[config.mk]
export PLATFORM = sky130hd
export DESIGN_NAME = serial_port
export DESIGN_NICKNAME = d
export VERILOG_FILES = /design/src/hdl/baud_tick.v /design/src/hdl/addr_match.v /design/src/hdl/serial_port.v
export VERILOG_INCLUDE_DIRS = /design/src /design/src/hdl
export SDC_FILE = /design/constraint.sdc
export NUM_CORES = 1
export LEC_CHECK = 0
export BUFFER_PORTS_ARGS = -buffer_cell sky130_fd_sc_hd__buf_2
export CAP_MARGIN = 25
export CORE_MARGIN = 5
export CORE_UTILIZATION = 40
export CTS_BUF_LIST = sky130_fd_sc_hd__clkbuf_4
export CTS_CLUSTER_DIAMETER = 40
export DETAILED_ROUTE_END_ITERATION = 8
export PLACE_DENSITY = 0.59
export SLEW_MARGIN = 20
export SYNTH_ARGS = -nofsm -noshare
export SYNTH_HDL_FRONTEND = slang
export SYNTH_HIERARCHICAL = 1
export SYNTH_SLANG_ARGS = --single-unit
[constraint.sdc]
create_clock -name clk_sys -period 3.07 [get_ports clk_sys]
set_input_delay 0.1535 -clock clk_sys [delete_from_list [all_inputs] [get_ports clk_sys]]
set_output_delay 0.1535 -clock clk_sys [all_outputs]
set_load 0.005 [all_outputs]
[src/hdl/serial_port_defines.vh]
// register offsets, field positions, reset values and timing for the serial port
`ifndef SERIAL_PORT_DEFINES_VH
`define SERIAL_PORT_DEFINES_VH
// register indices as printed; byte address is four times the index
`define IDX_SLAVE_ADDR_VALUE 8'hA9
`define IDX_SLAVE_ADDR_MASK 8'hB9
`define IDX_SERIAL_CONTROL 8'h98
`define IDX_SERIAL_BUFFER 8'h99
`define IDX_POWER_CONTROL 8'h87
`define IDX_BAUD_RELOAD 8'hC0
// control register fields
`define CTL_RECV_DONE 0
`define CTL_XMIT_DONE 1
`define CTL_RX_NINTH 2
`define CTL_TX_NINTH 3
`define CTL_RX_ENABLE 4
`define CTL_MULTIPROC 5
`define CTL_MODE_LO 6
`define CTL_MODE_HI 7
// power control fields
`define PWR_FE_SELECT 6
`define PWR_BAUD_DOUBLER 7
// reset values
`define RST_BYTE 8'h00
`define RST_RELOAD 16'h0000
// modes
`define MODE_SYNC 2'b00
`define MODE_ASYNC10 2'b01
`define MODE_ASYNC11_OSC 2'b10
`define MODE_ASYNC11_TMR 2'b11
// sixteen-state bit counter and vote points
`define SAMPLE_A 4'h7
`define SAMPLE_B 4'h8
`define SAMPLE_C 4'h9
`define LAST_SLICE 4'hF
`define BITS_ASYNC10 4'hA
`define BITS_ASYNC11 4'hB
`endif

[src/hdl/baud_tick.v]
// oversample tick generator: oscillator division or programmable reload
`timescale 1ns/1ps
`default_nettype none
`include "serial_port_defines.vh"
module baud_tick (
    input wire clk_sys,
    input wire nrst,
    input wire [1:0] mode,
    input wire doubler,
    input wire [15:0] reload,
    output reg tick_ff
);
    reg [15:0] cnt_ff;
    reg [15:0] nxt_cnt;
    reg [15:0] limit;

    // mode 2: fixed 2 or 4 clocks per slice (32/64 osc per bit);
    // modes 1 and 3 use the programmable reload as the timer source
    always @* begin
        if (mode == `MODE_ASYNC11_OSC)
            limit = doubler ? 16'h0001 : 16'h0003;
        else
            limit = doubler ? reload : {reload[14:0], 1'b1};
        nxt_cnt = (cnt_ff >= limit) ? 16'h0000 : cnt_ff + 16'h0001;
    end

    always @(posedge clk_sys or negedge nrst) begin
        if (!nrst) begin
            cnt_ff <= 16'h0000;
            tick_ff <= 1'b0;
        end else begin
            cnt_ff <= nxt_cnt;
            tick_ff <= (cnt_ff >= limit);
        end
    end
endmodule
`default_nettype wire

[src/hdl/addr_match.v]
// multiprocessor given/broadcast address comparison
`timescale 1ns/1ps
`default_nettype none
module addr_match (
    input wire [7:0] rx_byte,
    input wire [7:0] addr_value,
    input wire [7:0] addr_mask,
    output wire hit
);
    wire [7:0] bcast;
    wire given_hit;
    wire bcast_hit;

    // only mask ones take part in the given compare
    assign given_hit = ((rx_byte ^ addr_value) & addr_mask) == 8'h00;
    // broadcast: zeros of value|mask are don't-care
    assign bcast = addr_value | addr_mask;
    assign bcast_hit = ((rx_byte ^ bcast) & bcast) == 8'h00;
    // both registers zero makes every byte a hit
    assign hit = given_hit | bcast_hit;
endmodule
`default_nettype wire

[src/hdl/serial_port.v]
// enhanced async serial port with frame error and address recognition
`timescale 1ns/1ps
`default_nettype none
`include "serial_port_defines.vh"
module serial_port (
    input wire clk_sys,
    input wire nrst,
    input wire psel,
    input wire penable,
    input wire pwrite,
    input wire [11:0] paddr,
    input wire [31:0] pwdata,
    output reg [31:0] prdata,
    output wire pready,
    output wire pslverr,
    input wire rxd,
    output reg txd_ff
);
    // receive and transmit state codes
    localparam RX_IDLE = 2'd0;
    localparam RX_BITS = 2'd1;
    localparam TX_IDLE = 2'd0;
    localparam TX_WAIT = 2'd1;
    localparam TX_SHIFT = 2'd2;

    // registers
    reg mode_hi_ff, mode_lo_ff, multiproc_ff, rx_en_ff;
    reg tx_ninth_ff, rx_ninth_ff, recv_done_ff, xmit_done_ff;
    reg fe_sel_ff, doubler_ff, frame_err_ff;
    reg [7:0] addr_value_ff, addr_mask_ff, rx_buf_ff;
    reg [15:0] reload_ff;
    // receive path
    reg rxd_s1_ff, rxd_s2_ff, rxd_prev_ff;
    reg [1:0] rx_state_ff;
    reg [3:0] rx_slice_ff, rx_count_ff;
    reg [8:0] rx_shift_ff;
    reg [2:0] vote_ff;
    // transmit path
    reg [1:0] tx_state_ff;
    reg [3:0] tx_slice_ff, tx_count_ff;
    reg [10:0] tx_shift_ff;

    wire tick;
    wire hit;
    wire [1:0] mode;
    wire setup_wr, access;
    wire [9:0] idx;
    wire mapped;
    wire wr_ctl, wr_buf, wr_pwr;
    wire rx_bit;
    wire [3:0] rx_len, tx_len;
    wire rx_sample_done, stop_now;
    wire stop_level, ninth_val;
    wire accept;
    wire [7:0] rx_data;
    reg [31:0] nxt_rdata;

    // best of three samples; one noisy slice cannot flip a bit
    function maj3;
        input [2:0] v;
        begin
            maj3 = (v[0] & v[1]) | (v[0] & v[2]) | (v[1] & v[2]);
        end
    endfunction

    // frame length in bits, start and stop included
    function [3:0] frame_len;
        input [1:0] m;
        begin
            frame_len = (m == `MODE_ASYNC10) ? `BITS_ASYNC10 : `BITS_ASYNC11;
        end
    endfunction

    assign mode = {mode_hi_ff, mode_lo_ff};
    assign rx_len = frame_len(mode);
    assign tx_len = frame_len(mode);

    // shared slice tick; both directions run from one oversample rate
    // a rate change lands mid frame, so software sets it while idle
    baud_tick u_baud (
        .clk_sys(clk_sys),
        .nrst(nrst),
        .mode(mode),
        .doubler(doubler_ff),
        .reload(reload_ff),
        .tick_ff(tick)
    );

    // compare runs on the assembled byte; the result is used at the stop
    addr_match u_match (
        .rx_byte(rx_data),
        .addr_value(addr_value_ff),
        .addr_mask(addr_mask_ff),
        .hit(hit)
    );

    // apb decode: zero-wait slave, unmapped reads zero with error
    // every register is a full word; only the low bits carry state
    assign pready = 1'b1;
    assign access = psel & penable;
    assign idx = paddr[11:2];
    assign mapped = (idx == {2'b00, `IDX_SERIAL_CONTROL}) ||
                    (idx == {2'b00, `IDX_SERIAL_BUFFER}) ||
                    (idx == {2'b00, `IDX_POWER_CONTROL}) ||
                    (idx == {2'b00, `IDX_SLAVE_ADDR_VALUE}) ||
                    (idx == {2'b00, `IDX_SLAVE_ADDR_MASK}) ||
                    (idx == {2'b00, `IDX_BAUD_RELOAD});
    assign pslverr = access & ~mapped;
    assign setup_wr = access & pwrite;
    assign wr_ctl = setup_wr && idx == {2'b00, `IDX_SERIAL_CONTROL};
    assign wr_buf = setup_wr && idx == {2'b00, `IDX_SERIAL_BUFFER};
    assign wr_pwr = setup_wr && idx == {2'b00, `IDX_POWER_CONTROL};

    // read mux; bit seven shows error or mode bit per selector
    always @* begin
        nxt_rdata = 32'h0000_0000;
        if (idx == {2'b00, `IDX_SERIAL_CONTROL})
            nxt_rdata[7:0] = {fe_sel_ff ? frame_err_ff : mode_hi_ff,
                mode_lo_ff, multiproc_ff, rx_en_ff, tx_ninth_ff,
                rx_ninth_ff, xmit_done_ff, recv_done_ff};
        else if (idx == {2'b00, `IDX_SERIAL_BUFFER})
            nxt_rdata[7:0] = rx_buf_ff;
        else if (idx == {2'b00, `IDX_POWER_CONTROL})
            nxt_rdata[7:0] = {doubler_ff, fe_sel_ff, 6'h00};
        else if (idx == {2'b00, `IDX_SLAVE_ADDR_VALUE})
            nxt_rdata[7:0] = addr_value_ff;
        else if (idx == {2'b00, `IDX_SLAVE_ADDR_MASK})
            nxt_rdata[7:0] = addr_mask_ff;
        else if (idx == {2'b00, `IDX_BAUD_RELOAD})
            nxt_rdata[15:0] = reload_ff;
    end

    // read data captured in the setup phase so it stands from a flop
    // through the access phase; it shows state one cycle old
    always @(posedge clk_sys or negedge nrst) begin
        if (!nrst)
            prdata <= 32'h0000_0000;
        else if (psel && !penable)
            prdata <= nxt_rdata;
    end

    // receive line synchroniser, then edge history from synced copy
    // reset to the idle level so no false start follows reset
    always @(posedge clk_sys or negedge nrst) begin
        if (!nrst) begin
            rxd_s1_ff <= 1'b1;
            rxd_s2_ff <= 1'b1;
            rxd_prev_ff <= 1'b1;
        end else begin
            rxd_s1_ff <= rxd;
            rxd_s2_ff <= rxd_s1_ff;
            rxd_prev_ff <= rxd_s2_ff;
        end
    end

    // decisions taken on the tick after the third sample
    assign rx_bit = maj3(vote_ff);
    assign rx_sample_done = tick && rx_slice_ff == `SAMPLE_C + 4'h1;
    assign stop_now = rx_sample_done && rx_count_ff == rx_len - 4'h1;
    assign stop_level = rx_bit;
    // mode 1: the stop bit is the ninth; else the shifted ninth
    assign ninth_val = (mode == `MODE_ASYNC10) ? stop_level : rx_shift_ff[8];
    // mode 1 shifts only eight bits, so its byte sits one place higher
    assign rx_data = (mode == `MODE_ASYNC10) ? rx_shift_ff[8:1] :
        rx_shift_ff[7:0];
    // filter: flag clear and (no multiproc, or ninth set and address hit)
    assign accept = ~recv_done_ff &&
        (~multiproc_ff || (ninth_val && hit));

    // receiver: falling-edge hunt, sixteen slices per bit
    // the slice count restarts at the edge so samples sit mid bit;
    // a start bit that reads high is dropped as a glitch
    always @(posedge clk_sys or negedge nrst) begin
        if (!nrst) begin
            rx_state_ff <= RX_IDLE;
            rx_slice_ff <= 4'h0;
            rx_count_ff <= 4'h0;
            rx_shift_ff <= 9'h000;
            vote_ff <= 3'b111;
        end else begin
            case (rx_state_ff)
                RX_IDLE: begin
                    // sync mode is not served here
                    if (rx_en_ff && mode != `MODE_SYNC &&
                            rxd_prev_ff && !rxd_s2_ff) begin
                        rx_state_ff <= RX_BITS;
                        rx_slice_ff <= 4'h0;
                        rx_count_ff <= 4'h0;
                    end
                end
                RX_BITS: begin
                    if (tick) begin
                        rx_slice_ff <= rx_slice_ff + 4'h1;
                        if (rx_slice_ff == `SAMPLE_A)
                            vote_ff[0] <= rxd_s2_ff;
                        if (rx_slice_ff == `SAMPLE_B)
                            vote_ff[1] <= rxd_s2_ff;
                        if (rx_slice_ff == `SAMPLE_C)
                            vote_ff[2] <= rxd_s2_ff;
                    end
                    if (rx_sample_done) begin
                        if (rx_count_ff == 4'h0 && rx_bit)
                            rx_state_ff <= RX_IDLE; // false start, abort
                        else if (stop_now)
                            rx_state_ff <= RX_IDLE;
                        else begin
                            rx_count_ff <= rx_count_ff + 4'h1;
                            if (rx_count_ff != 4'h0)
                                rx_shift_ff <= {rx_bit, rx_shift_ff[8:1]};
                        end
                    end
                end
                default: rx_state_ff <= RX_IDLE;
            endcase
        end
    end

    // transmitter: waits for a slice rollover, then one bit per 16 slices
    // the slice count runs free: a write waits up to one bit time
    // before the start bit goes out, traded for a transmit slice counter that never restarts
    always @(posedge clk_sys or negedge nrst) begin
        if (!nrst) begin
            tx_state_ff <= TX_IDLE;
            tx_slice_ff <= 4'h0;
            tx_count_ff <= 4'h0;
            tx_shift_ff <= 11'h7FF;
            txd_ff <= 1'b1;
        end else begin
            if (tick)
                tx_slice_ff <= tx_slice_ff + 4'h1;
            case (tx_state_ff)
                TX_IDLE: begin
                    if (wr_buf && mode != `MODE_SYNC) begin
                        // stop, ninth, data, start
                        if (mode == `MODE_ASYNC10)
                            tx_shift_ff <= {2'b11, pwdata[7:0], 1'b0};
                        else
                            tx_shift_ff <= {1'b1, tx_ninth_ff,
                                pwdata[7:0], 1'b0};
                        tx_state_ff <= TX_WAIT;
                    end
                end
                TX_WAIT: begin
                    if (tick && tx_slice_ff == `LAST_SLICE) begin
                        txd_ff <= tx_shift_ff[0];
                        tx_shift_ff <= {1'b1, tx_shift_ff[10:1]};
                        tx_count_ff <= 4'h1;
                        tx_state_ff <= TX_SHIFT;
                    end
                end
                TX_SHIFT: begin
                    if (tick && tx_slice_ff == `LAST_SLICE) begin
                        if (tx_count_ff == tx_len) begin
                            tx_state_ff <= TX_IDLE; // done at last rollover
                            txd_ff <= 1'b1;
                        end else begin
                            txd_ff <= tx_shift_ff[0];
                            tx_shift_ff <= {1'b1, tx_shift_ff[10:1]};
                            tx_count_ff <= tx_count_ff + 4'h1;
                        end
                    end
                end
                default: tx_state_ff <= TX_IDLE;
            endcase
        end
    end

    // control, flags and software registers; hardware set wins over clear
    // one process holds writes and hardware sets, so a set in the cycle
    // of a clear is ordered last and is never lost
    always @(posedge clk_sys or negedge nrst) begin
        if (!nrst) begin
            {mode_hi_ff, mode_lo_ff, multiproc_ff, rx_en_ff} <= 4'h0;
            {tx_ninth_ff, rx_ninth_ff, recv_done_ff, xmit_done_ff} <= 4'h0;
            fe_sel_ff <= 1'b0;
            doubler_ff <= 1'b0;
            frame_err_ff <= 1'b0;
            addr_value_ff <= `RST_BYTE;
            addr_mask_ff <= `RST_BYTE;
            rx_buf_ff <= `RST_BYTE;
            reload_ff <= `RST_RELOAD;
        end else begin
            if (wr_ctl) begin
                // bit seven goes to the error flag or the mode bit
                if (fe_sel_ff)
                    frame_err_ff <= pwdata[`CTL_MODE_HI];
                else
                    mode_hi_ff <= pwdata[`CTL_MODE_HI];
                mode_lo_ff <= pwdata[`CTL_MODE_LO];
                multiproc_ff <= pwdata[`CTL_MULTIPROC];
                rx_en_ff <= pwdata[`CTL_RX_ENABLE];
                tx_ninth_ff <= pwdata[`CTL_TX_NINTH];
                rx_ninth_ff <= pwdata[`CTL_RX_NINTH];
                recv_done_ff <= pwdata[`CTL_RECV_DONE];
                xmit_done_ff <= pwdata[`CTL_XMIT_DONE];
            end
            if (wr_pwr) begin
                fe_sel_ff <= pwdata[`PWR_FE_SELECT];
                doubler_ff <= pwdata[`PWR_BAUD_DOUBLER];
            end
            if (setup_wr && idx == {2'b00, `IDX_SLAVE_ADDR_VALUE})
                addr_value_ff <= pwdata[7:0];
            if (setup_wr && idx == {2'b00, `IDX_SLAVE_ADDR_MASK})
                addr_mask_ff <= pwdata[7:0];
            if (setup_wr && idx == {2'b00, `IDX_BAUD_RELOAD})
                reload_ff <= pwdata[15:0];
            // stop check in every async frame, accepted or not
            if (rx_state_ff == RX_BITS && stop_now && !stop_level)
                frame_err_ff <= 1'b1;
            if (rx_state_ff == RX_BITS && stop_now && accept) begin
                rx_buf_ff <= rx_data;
                rx_ninth_ff <= ninth_val;
                recv_done_ff <= 1'b1;
            end
            // flag rises at the rollover that puts the stop bit out
            if (tx_state_ff == TX_SHIFT && tick &&
                    tx_slice_ff == `LAST_SLICE &&
                    tx_count_ff == tx_len - 4'h1)
                xmit_done_ff <= 1'b1;
        end
    end
endmodule
`default_nettype wire

Word-level counts from Yosys, hierarchy flattened
Index checks and enable logic that the tools add are counted.
Word-level totals
  output and inout port bits: 35
  input bits: 50
  flip-flop bits (word level): 131
Operators by class
  multiplexer cells: 59
  reduce and logical (&&, ||, !) cells: 59
  add/subtract/negate cells: 6
  order comparisons: 1
  eq/ne operators: 30
  bitwise operators: 20
Operators by type and width (count)
  8-bit two-way mux: 11
  16-bit two-way mux: 4
  10-bit by 8-bit == test with 1-bit output, second input constant: 6
  11-bit two-way mux: 4
  11-bit case mux with 3 select lines: 1
  4-bit two-way mux: 8
  4-bit case mux with 2 select lines: 3
  1-bit logical AND: 23
  2-bit two-way mux: 9
  2-bit inequality test, second input constant: 9
  3-bit AND reduction: 6
  16-bit by 1-bit adder with 16-bit output, second input constant: 1
  4-bit by 1-bit adder with 4-bit output, second input constant: 4
  8-bit bitwise AND: 2
  4-bit == test, second input constant: 4
  16-bit greater-or-equal comparator: 1
  8-bit zero test: 2
  8-bit XOR: 2
  1-bit two-way mux: 15
  5-bit AND reduction: 3
  2-bit nonzero test: 7
  4-bit == test: 3
  10-bit two-way mux: 1
  8-bit OR: 1
  20 further kinds: 45

Longest topological paths before layout
  word-level depth: 11
  depth in mapped cells: 12
  mapped depth without buffers: 11

Cells and area by module
The synthesis kept the hierarchy.
Modules (own cells, without submodules)
  serial_port: cells an instance 509, instances 1, area each 5637.9 um2
  baud_tick: cells an instance 149, instances 1, area each 1387.6 um2
  addr_match: cells an instance 26, instances 1, area each 185.2 um2

Least setup slack after synthesis
No wires, ideal clock.
  kind: register to register
  from: register mode_hi_ff
  to: register rx_buf_ff[0]
  buffers on the path: 1
  slack: 498 ps
  stages on the path, launching flop included: 13
  data arrival time: 2447 ps
  cell sequence: dfrtp_1 > nor2b_1 > clkbuf_1 > nand2_1 > nand2_1 > xor2_1 > a22oi_1 > nand4_1 > o31ai_2 > nand3_1 > a31oi_1 > nand3_1 > mux2_2
Between the ends
  cells in the longest elaborated chain, start to end: 10
Ends and longest elaborated chain
  start, declared: RTL line serial_port.v:27  | reg mode_hi_ff, mode_lo_ff, multiproc_ff, rx_en_ff;
  start signal, assigned: RTL line serial_port.v:288  | mode_hi_ff <= pwdata[`CTL_MODE_HI];
  2-bit by 1-bit == test with 1-bit output (no source line) (*)
  8-bit two-way mux (*): RTL line serial_port.v:164  | assign rx_data = (mode == `MODE_ASYNC10) ? rx_shift_ff[8:1] :
  named net rx_data[2]: RTL line serial_port.v:55  | wire [7:0] rx_data;
  8-bit XOR, on equally long branches: RTL line addr_match.v:15, addr_match.v:18
  8-bit bitwise AND, on equally long branches: RTL line addr_match.v:15, addr_match.v:18
  8-bit zero test, on equally long branches: RTL line addr_match.v:15, addr_match.v:18
  1-bit OR (*): RTL line addr_match.v:20  | assign hit = given_hit | bcast_hit;
  named net hit: RTL line serial_port.v:44  | wire hit;
  1-bit logical AND (*): RTL line serial_port.v:168  | (~multiproc_ff || (ninth_val && hit));
  1-bit logical OR (*): RTL line serial_port.v:168
  1-bit logical AND (*): RTL line serial_port.v:167  | assign accept = ~recv_done_ff &&
  1-bit logical AND (*): RTL line serial_port.v:310  | if (rx_state_ff == RX_BITS && stop_now && accept) begin
  end signal, assigned: RTL line serial_port.v:280  | rx_buf_ff <= `RST_BYTE;
  end signal, assigned: RTL line serial_port.v:311  | rx_buf_ff <= rx_data;
  end, declared: RTL line serial_port.v:30  | reg [7:0] addr_value_ff, addr_mask_ff, rx_buf_ff;
Mark *: on every way through the listed nets, which the timed path passes. The rest lies on a longest branch.
A chain may end at the register's enable or synchronous reset.

Worst setup path after layout
  from: register mode_hi_ff
  to: register rx_buf_ff[1]
Same word-level chain as after synthesis.

==> flow_summary.html <==
<table>
<tr><th>Metric</th><th>Value</th></tr>
<tr><th colspan="2">Global route</th></tr>
<tr><td>Combined global-route utilization of all metal layers</td><td>17.2%</td></tr>
<tr><td>Vias in the first global route</td><td>around 5300</td></tr>
<tr><td>Initial antenna violation count</td><td>1</td></tr>
<tr><td>Wire length of the first global-routing pass</td><td>27900 um</td></tr>
<tr><td>Largest net degree at the start of global routing</td><td>just over 60</td></tr>
<tr><td>Total congestion overflow after global routing</td><td>0</td></tr>
<tr><th colspan="2">CTS</th></tr>
<tr><td>Clock insertion delay at the later pin of the skew report</td><td>550 ps</td></tr>
<tr><td>Clock tree from TritonCTS</td><td>built</td></tr>
<tr><td>Post-CTS Setup Bufs</td><td>0</td></tr>
<tr><td>Max Buffers Root-to-Sink</td><td>2</td></tr>
<tr><td>Clock sinks</td><td>129</td></tr>
<tr><td>Number of buffers added to fix hold violations after cts</td><td>18</td></tr>
<tr><td>Count of cells resized by post-cts repair</td><td>0</td></tr>
<tr><td>CTS H-Tree Depth</td><td>4</td></tr>
<tr><td>Clk slew on worst S/H paths</td><td>about 120 ps</td></tr>
<tr><td>Root buffer selected by CTS</td><td>sky130_fd_sc_hd__clkbuf_4</td></tr>
<tr><td>Inserted Clock Buffers</td><td>17</td></tr>
<tr><th colspan="2">Pwr</th></tr>
<tr><td>Clock share of power</td><td>about 28%</td></tr>
<tr><td>Combinational share of power</td><td>a little under a quarter</td></tr>
<tr><td>P_leak</td><td>between 3 and 4 nW</td></tr>
<tr><td>Power dissipated by switching net loads</td><td>roughly 1.3 mW</td></tr>
<tr><td>P_int</td><td>approximately 2.9 mW</td></tr>
<tr><td>Switching part of the total power</td><td>a little under a third</td></tr>
<tr><td>Sequential group share of total power</td><td>around half</td></tr>
<tr><td>Power density of the placed cells</td><td>about 510 nW/um2</td></tr>
<tr><td>Largest vdd supply drop</td><td>0.243 mV</td></tr>
<tr><th colspan="2">Detailed routing</th></tr>
<tr><td>ANT nets after route</td><td>0</td></tr>
<tr><td>Remaining routing DRC violations</td><td>0</td></tr>
<tr><td>Total Routed Length</td><td>17200 um</td></tr>
<tr><td>Number of detailed-route iterations in the first pass</td><td>5</td></tr>
<tr><td>Number of vias in the routed layout</td><td>about 5300</td></tr>
<tr><td>Starting DRC count in detailed routing</td><td>between 300 and 400</td></tr>
<tr><td>Via/cell ratio</td><td>between 5 and 6</td></tr>
<tr><td>Average detailed-routed wire length per instance</td><td>around 17 um</td></tr>
<tr><th colspan="2">STA</th></tr>
<tr><td>Transition at the pin with the smallest max-transition slack</td><td>between 800 and 900 ps</td></tr>
<tr><td>Total negative slack for setup checks</td><td>0 ps</td></tr>
<tr><td>Final setup violation count</td><td>0</td></tr>
<tr><td>Slew headroom</td><td>a little under half</td></tr>
<tr><td>Hold Vio Cnt, Final</td><td>0</td></tr>
<tr><td>Final worst path period share</td><td>between 90 and 100%</td></tr>
<tr><td>Final critical-path required period</td><td>~2800 ps</td></tr>
<tr><td>Setup Skew</td><td>around 15 ps</td></tr>
<tr><td>RSZ-0062 raised after global routing</td><td>no</td></tr>
<tr><td>Pins over their slew limit</td><td>0</td></tr>
<tr><td>Highest Clock Rate</td><td>0.356 GHz</td></tr>
<tr><td>Final worst slack</td><td>261 ps</td></tr>
<tr><th colspan="2">Placement</th></tr>
<tr><td>Post-detail-place hpwl</td><td>12900 um</td></tr>
<tr><td>Weighted congestion at the end of routability-driven global placement</td><td>0.909</td></tr>
<tr><td>Worst Setup Slack post-DPL</td><td>roughly 350 ps</td></tr>
<tr><td>Placed Instance Area</td><td>about 7700 um2</td></tr>
<tr><td>Number of buffers inserted by port buffering</td><td>49</td></tr>
<tr><th colspan="2">Setup path</th></tr>
<tr><td>Worst EP arrival</td><td>between 3000 and 4000 ps</td></tr>
<tr><td>Kind of end point of the critical path</td><td>flip-flop</td></tr>
<tr><td>Data required time at the worst endpoint</td><td>3520 ps</td></tr>
<tr><td>Setup crit start kind</td><td>flip-flop</td></tr>
<tr><td>Start-to-end type of the worst setup path</td><td>reg -&gt; reg</td></tr>
<tr><td>Critical path peak fanout</td><td>10</td></tr>
<tr><th colspan="2">Floorplanning</th></tr>
<tr><td>DIE WIDTH</td><td>about 140 um</td></tr>
<tr><td>Die Height</td><td>144 um</td></tr>
<tr><td>Placeable core region</td><td>about 18000 um2</td></tr>
<tr><td>Initial standard-cell utilization of the core</td><td>40.4%</td></tr>
<tr><td>Ports</td><td>85</td></tr>
<tr><td>Full die area</td><td>about 21000 um2</td></tr>
<tr><td>Row cnt</td><td>~50</td></tr>
<tr><th colspan="2">Yosys</th></tr>
<tr><td>Primary flip-flop cell chosen by synthesis mapping</td><td>sky130_fd_sc_hd__dfrtp_1</td></tr>
<tr><td>Async set or reset register ratio after synthesis</td><td>100%</td></tr>
<tr><td>Xor-xnor portion of the synthesized cell area</td><td>under 10%</td></tr>
<tr><td>Post-synth EDFFs</td><td>0</td></tr>
<tr><td>Post-Synthesis Cells</td><td>around 680</td></tr>
<tr><td>Flip-flop and latch count after synthesis</td><td>between 100 and 150</td></tr>
<tr><td>Adder and majority cell fraction of the synthesized area</td><td>between 5 and 6%</td></tr>
<tr><td>Largest family of logic cells by synthesized area</td><td>simple AND/OR/NAND/NOR gates</td></tr>
<tr><td>Sequential fraction of the synthesis area</td><td>a little under half</td></tr>
<tr><td>Avg Synthesized Cell Area</td><td>~11 um2</td></tr>
<tr><td>Distinct cells, synth</td><td>a little under 70</td></tr>
<tr><td>Warnings, synthesis</td><td>6</td></tr>
<tr><td>Fraction of the mapped netlist area in compound gates</td><td>9.75%</td></tr>
<tr><td>Mux contribution to synthesized area</td><td>between 10% and 20%</td></tr>
<tr><td>Synth Area in Simple Gates</td><td>between 10% and 20%</td></tr>
<tr><td>Syn Std Cell Area</td><td>7210 um2</td></tr>
<tr><th colspan="2">Finish</th></tr>
<tr><td>Area of the multi-input gates</td><td>3730 um2</td></tr>
<tr><td>Layout cells sized above 1</td><td>between 20% and 30%</td></tr>
<tr><td>Combined flip-flop and latch cell area</td><td>around 3200 um2</td></tr>
<tr><td>Area Overhead vs Synth</td><td>13.0%</td></tr>
<tr><td>Number of fill cells</td><td>around 1700</td></tr>
<tr><td>Number of nets in the finished design</td><td>roughly 840</td></tr>
<tr><td>Finished Cell Area</td><td>between 8000 and 9000 um2</td></tr>
<tr><th colspan="2">Min path</th></tr>
<tr><td>Hold WC Path Type</td><td>in -&gt; reg</td></tr>
<tr><th colspan="2">Job</th></tr>
<tr><td>Maximum Capacitance Violations</td><td>0</td></tr>
<tr><th colspan="2">Status</th></tr>
<tr><td>Result of the run</td><td>finished, final reports clean</td></tr>
</table>
==> flip-flops by register name, indices dropped and copies added (netlist names), 8 cells and up <==
| signal | cells |
|---|---|
| prdata | 16 |
| reload_ff | 16 |
| u_baud/cnt_ff | 16 |
| tx_shift_ff | 10 |
| rx_shift_ff | 9 |
| addr_mask_ff | 8 |
| addr_value_ff | 8 |
| rx_buf_ff | 8 |
==> per-stage QoR <==
step                cells  power [mW]  utilization (%)  hold WS, ps
floorplan             699        2.79                -         -142
global placement      950        2.98             43.0          259
detailed placement    950        3.02             43.0          260
CTS                  1000        4.24             45.6         18.5
global route         1001        4.43             45.7         37.2
finish               1001        4.17             45.7         79.1
==> critical path, stage by stage (launching register included) <==
cell and delay (ps):
sky130_fd_sc_hd__dfrtp_1 470, sky130_fd_sc_hd__nor2b_1 310, sky130_fd_sc_hd__buf_4 240, sky130_fd_sc_hd__nand2_1 70, sky130_fd_sc_hd__nand2_1 160, sky130_fd_sc_hd__xor2_1 100
sky130_fd_sc_hd__a22oi_1 240, sky130_fd_sc_hd__nand4_1 140, sky130_fd_sc_hd__o31ai_2 100, sky130_fd_sc_hd__nand3_1 120, sky130_fd_sc_hd__a31oi_1 170, sky130_fd_sc_hd__nand3_1 100
sky130_fd_sc_hd__buf_4 230, sky130_fd_sc_hd__mux2_2 270
==> logic make-up after synthesis <==
family	count (synthesis)
simple gates	239
flops	129
mux	101
compound gates	98
buf+inv	55
fa+ha+maj	31
xor+xnor	29
other cells	2
==> placed cells by master, fill, tap and decap left out, drive strengths merged, types with 11 or more instances in the layout <==
cell,Yosys,layout
buf,24,61
nand2b,12,12
o21ai,27,27
nand3,23,23
inv,16,19
ha,30,30
mux2,92,92
nor2,45,45
nand2,95,95
nor3,11,11
dfrtp,112,112
conb,2,17
clkbuf,15,17
dlygate4sd3,0,18
dfstp,17,17
a21oi,24,24
xor2,21,21
==> cell type report <==
type,instances,area share (%)
diodes,1,0.0307
clock buffers,17,1.57
clock inverters,15,1.98
inverters,16,0.737
multi-input cells,515,45.8
flip-flops and latches,129,39.9
well taps,229,3.52
repair buffers,79,6.51
==> synth_stat cells (all sizes together), types with 2 or more instances <==
cell	n	share of area (%)
o21ai	27	1.9
clkbuf	15	0.78
nor2	45	2.5
o2111ai	2	0.49
o21a	7	0.73
o22a	2	0.24
or4	2	0.21
inv	16	0.83
dfrtp	112	39
a211oi	2	0.21
mux2	92	14
or2	3	0.26
nor4	5	0.64
nand3	23	1.8
and3	4	0.35
nor3b	2	0.21
dfstp	17	6.2
o32a	2	0.29
a22o	9	1.1
conb	2	0.10
a21oi	24	1.7
nand4	9	0.78
and4	4	0.50
buf	24	2.4
nand3b	2	0.21
a31oi	3	0.26
and2	3	0.26
nor2b	5	0.43
a22oi	4	0.42
ha	30	5.2
o31ai	3	0.38
or3	10	0.94
nand2	95	4.9
xor2	21	2.6
o22ai	3	0.26
mux2i	9	1.2
xnor2	8	0.97
nand2b	12	1.1
nor3	11	0.83
nor4bb	2	0.28
==> worst paths after layout <==
check / slack [ps] / end / start / cells past startpoint
min in group asynchronous: 220 / tx_count_ff[0] / nrst / 2
hold / removal: 80 / prdata[15] / penable / 4
max in group asynchronous: 2050 / fe_sel_ff / nrst / 3
setup reg to reg: 260 / rx_buf_ff[1] / mode_hi_ff / 13
setup / recovery: 260 / rx_buf_ff[1] / mode_hi_ff / 13
hold reg to reg: 370 / rxd_s2_ff / rxd_s1_ff / 0
==> power groups by stage <==
stage	logic [mW]	clock network, mW	registers [mW]
finish	0.964	1.18	2.03
global placement	0.930	0	2.05
global route	1.08	1.30	2.05
floorplan	0.776	0	2.01
CTS	0.981	1.23	2.03
detailed placement	0.959	0	2.06
==> routing by layer <==
metal / up-vias / global-route usage, % / routed length, um
met3: 33 / 3.41 / 704
met5: - / 0 / 0
li1: 2548 / - / -
met4: 0 / 6.04 / 376
met2: 114 / 28.1 / 8200
met1: 2603 / 22.9 / 7900
Note: power is estimated with default switching activity, not from simulation.
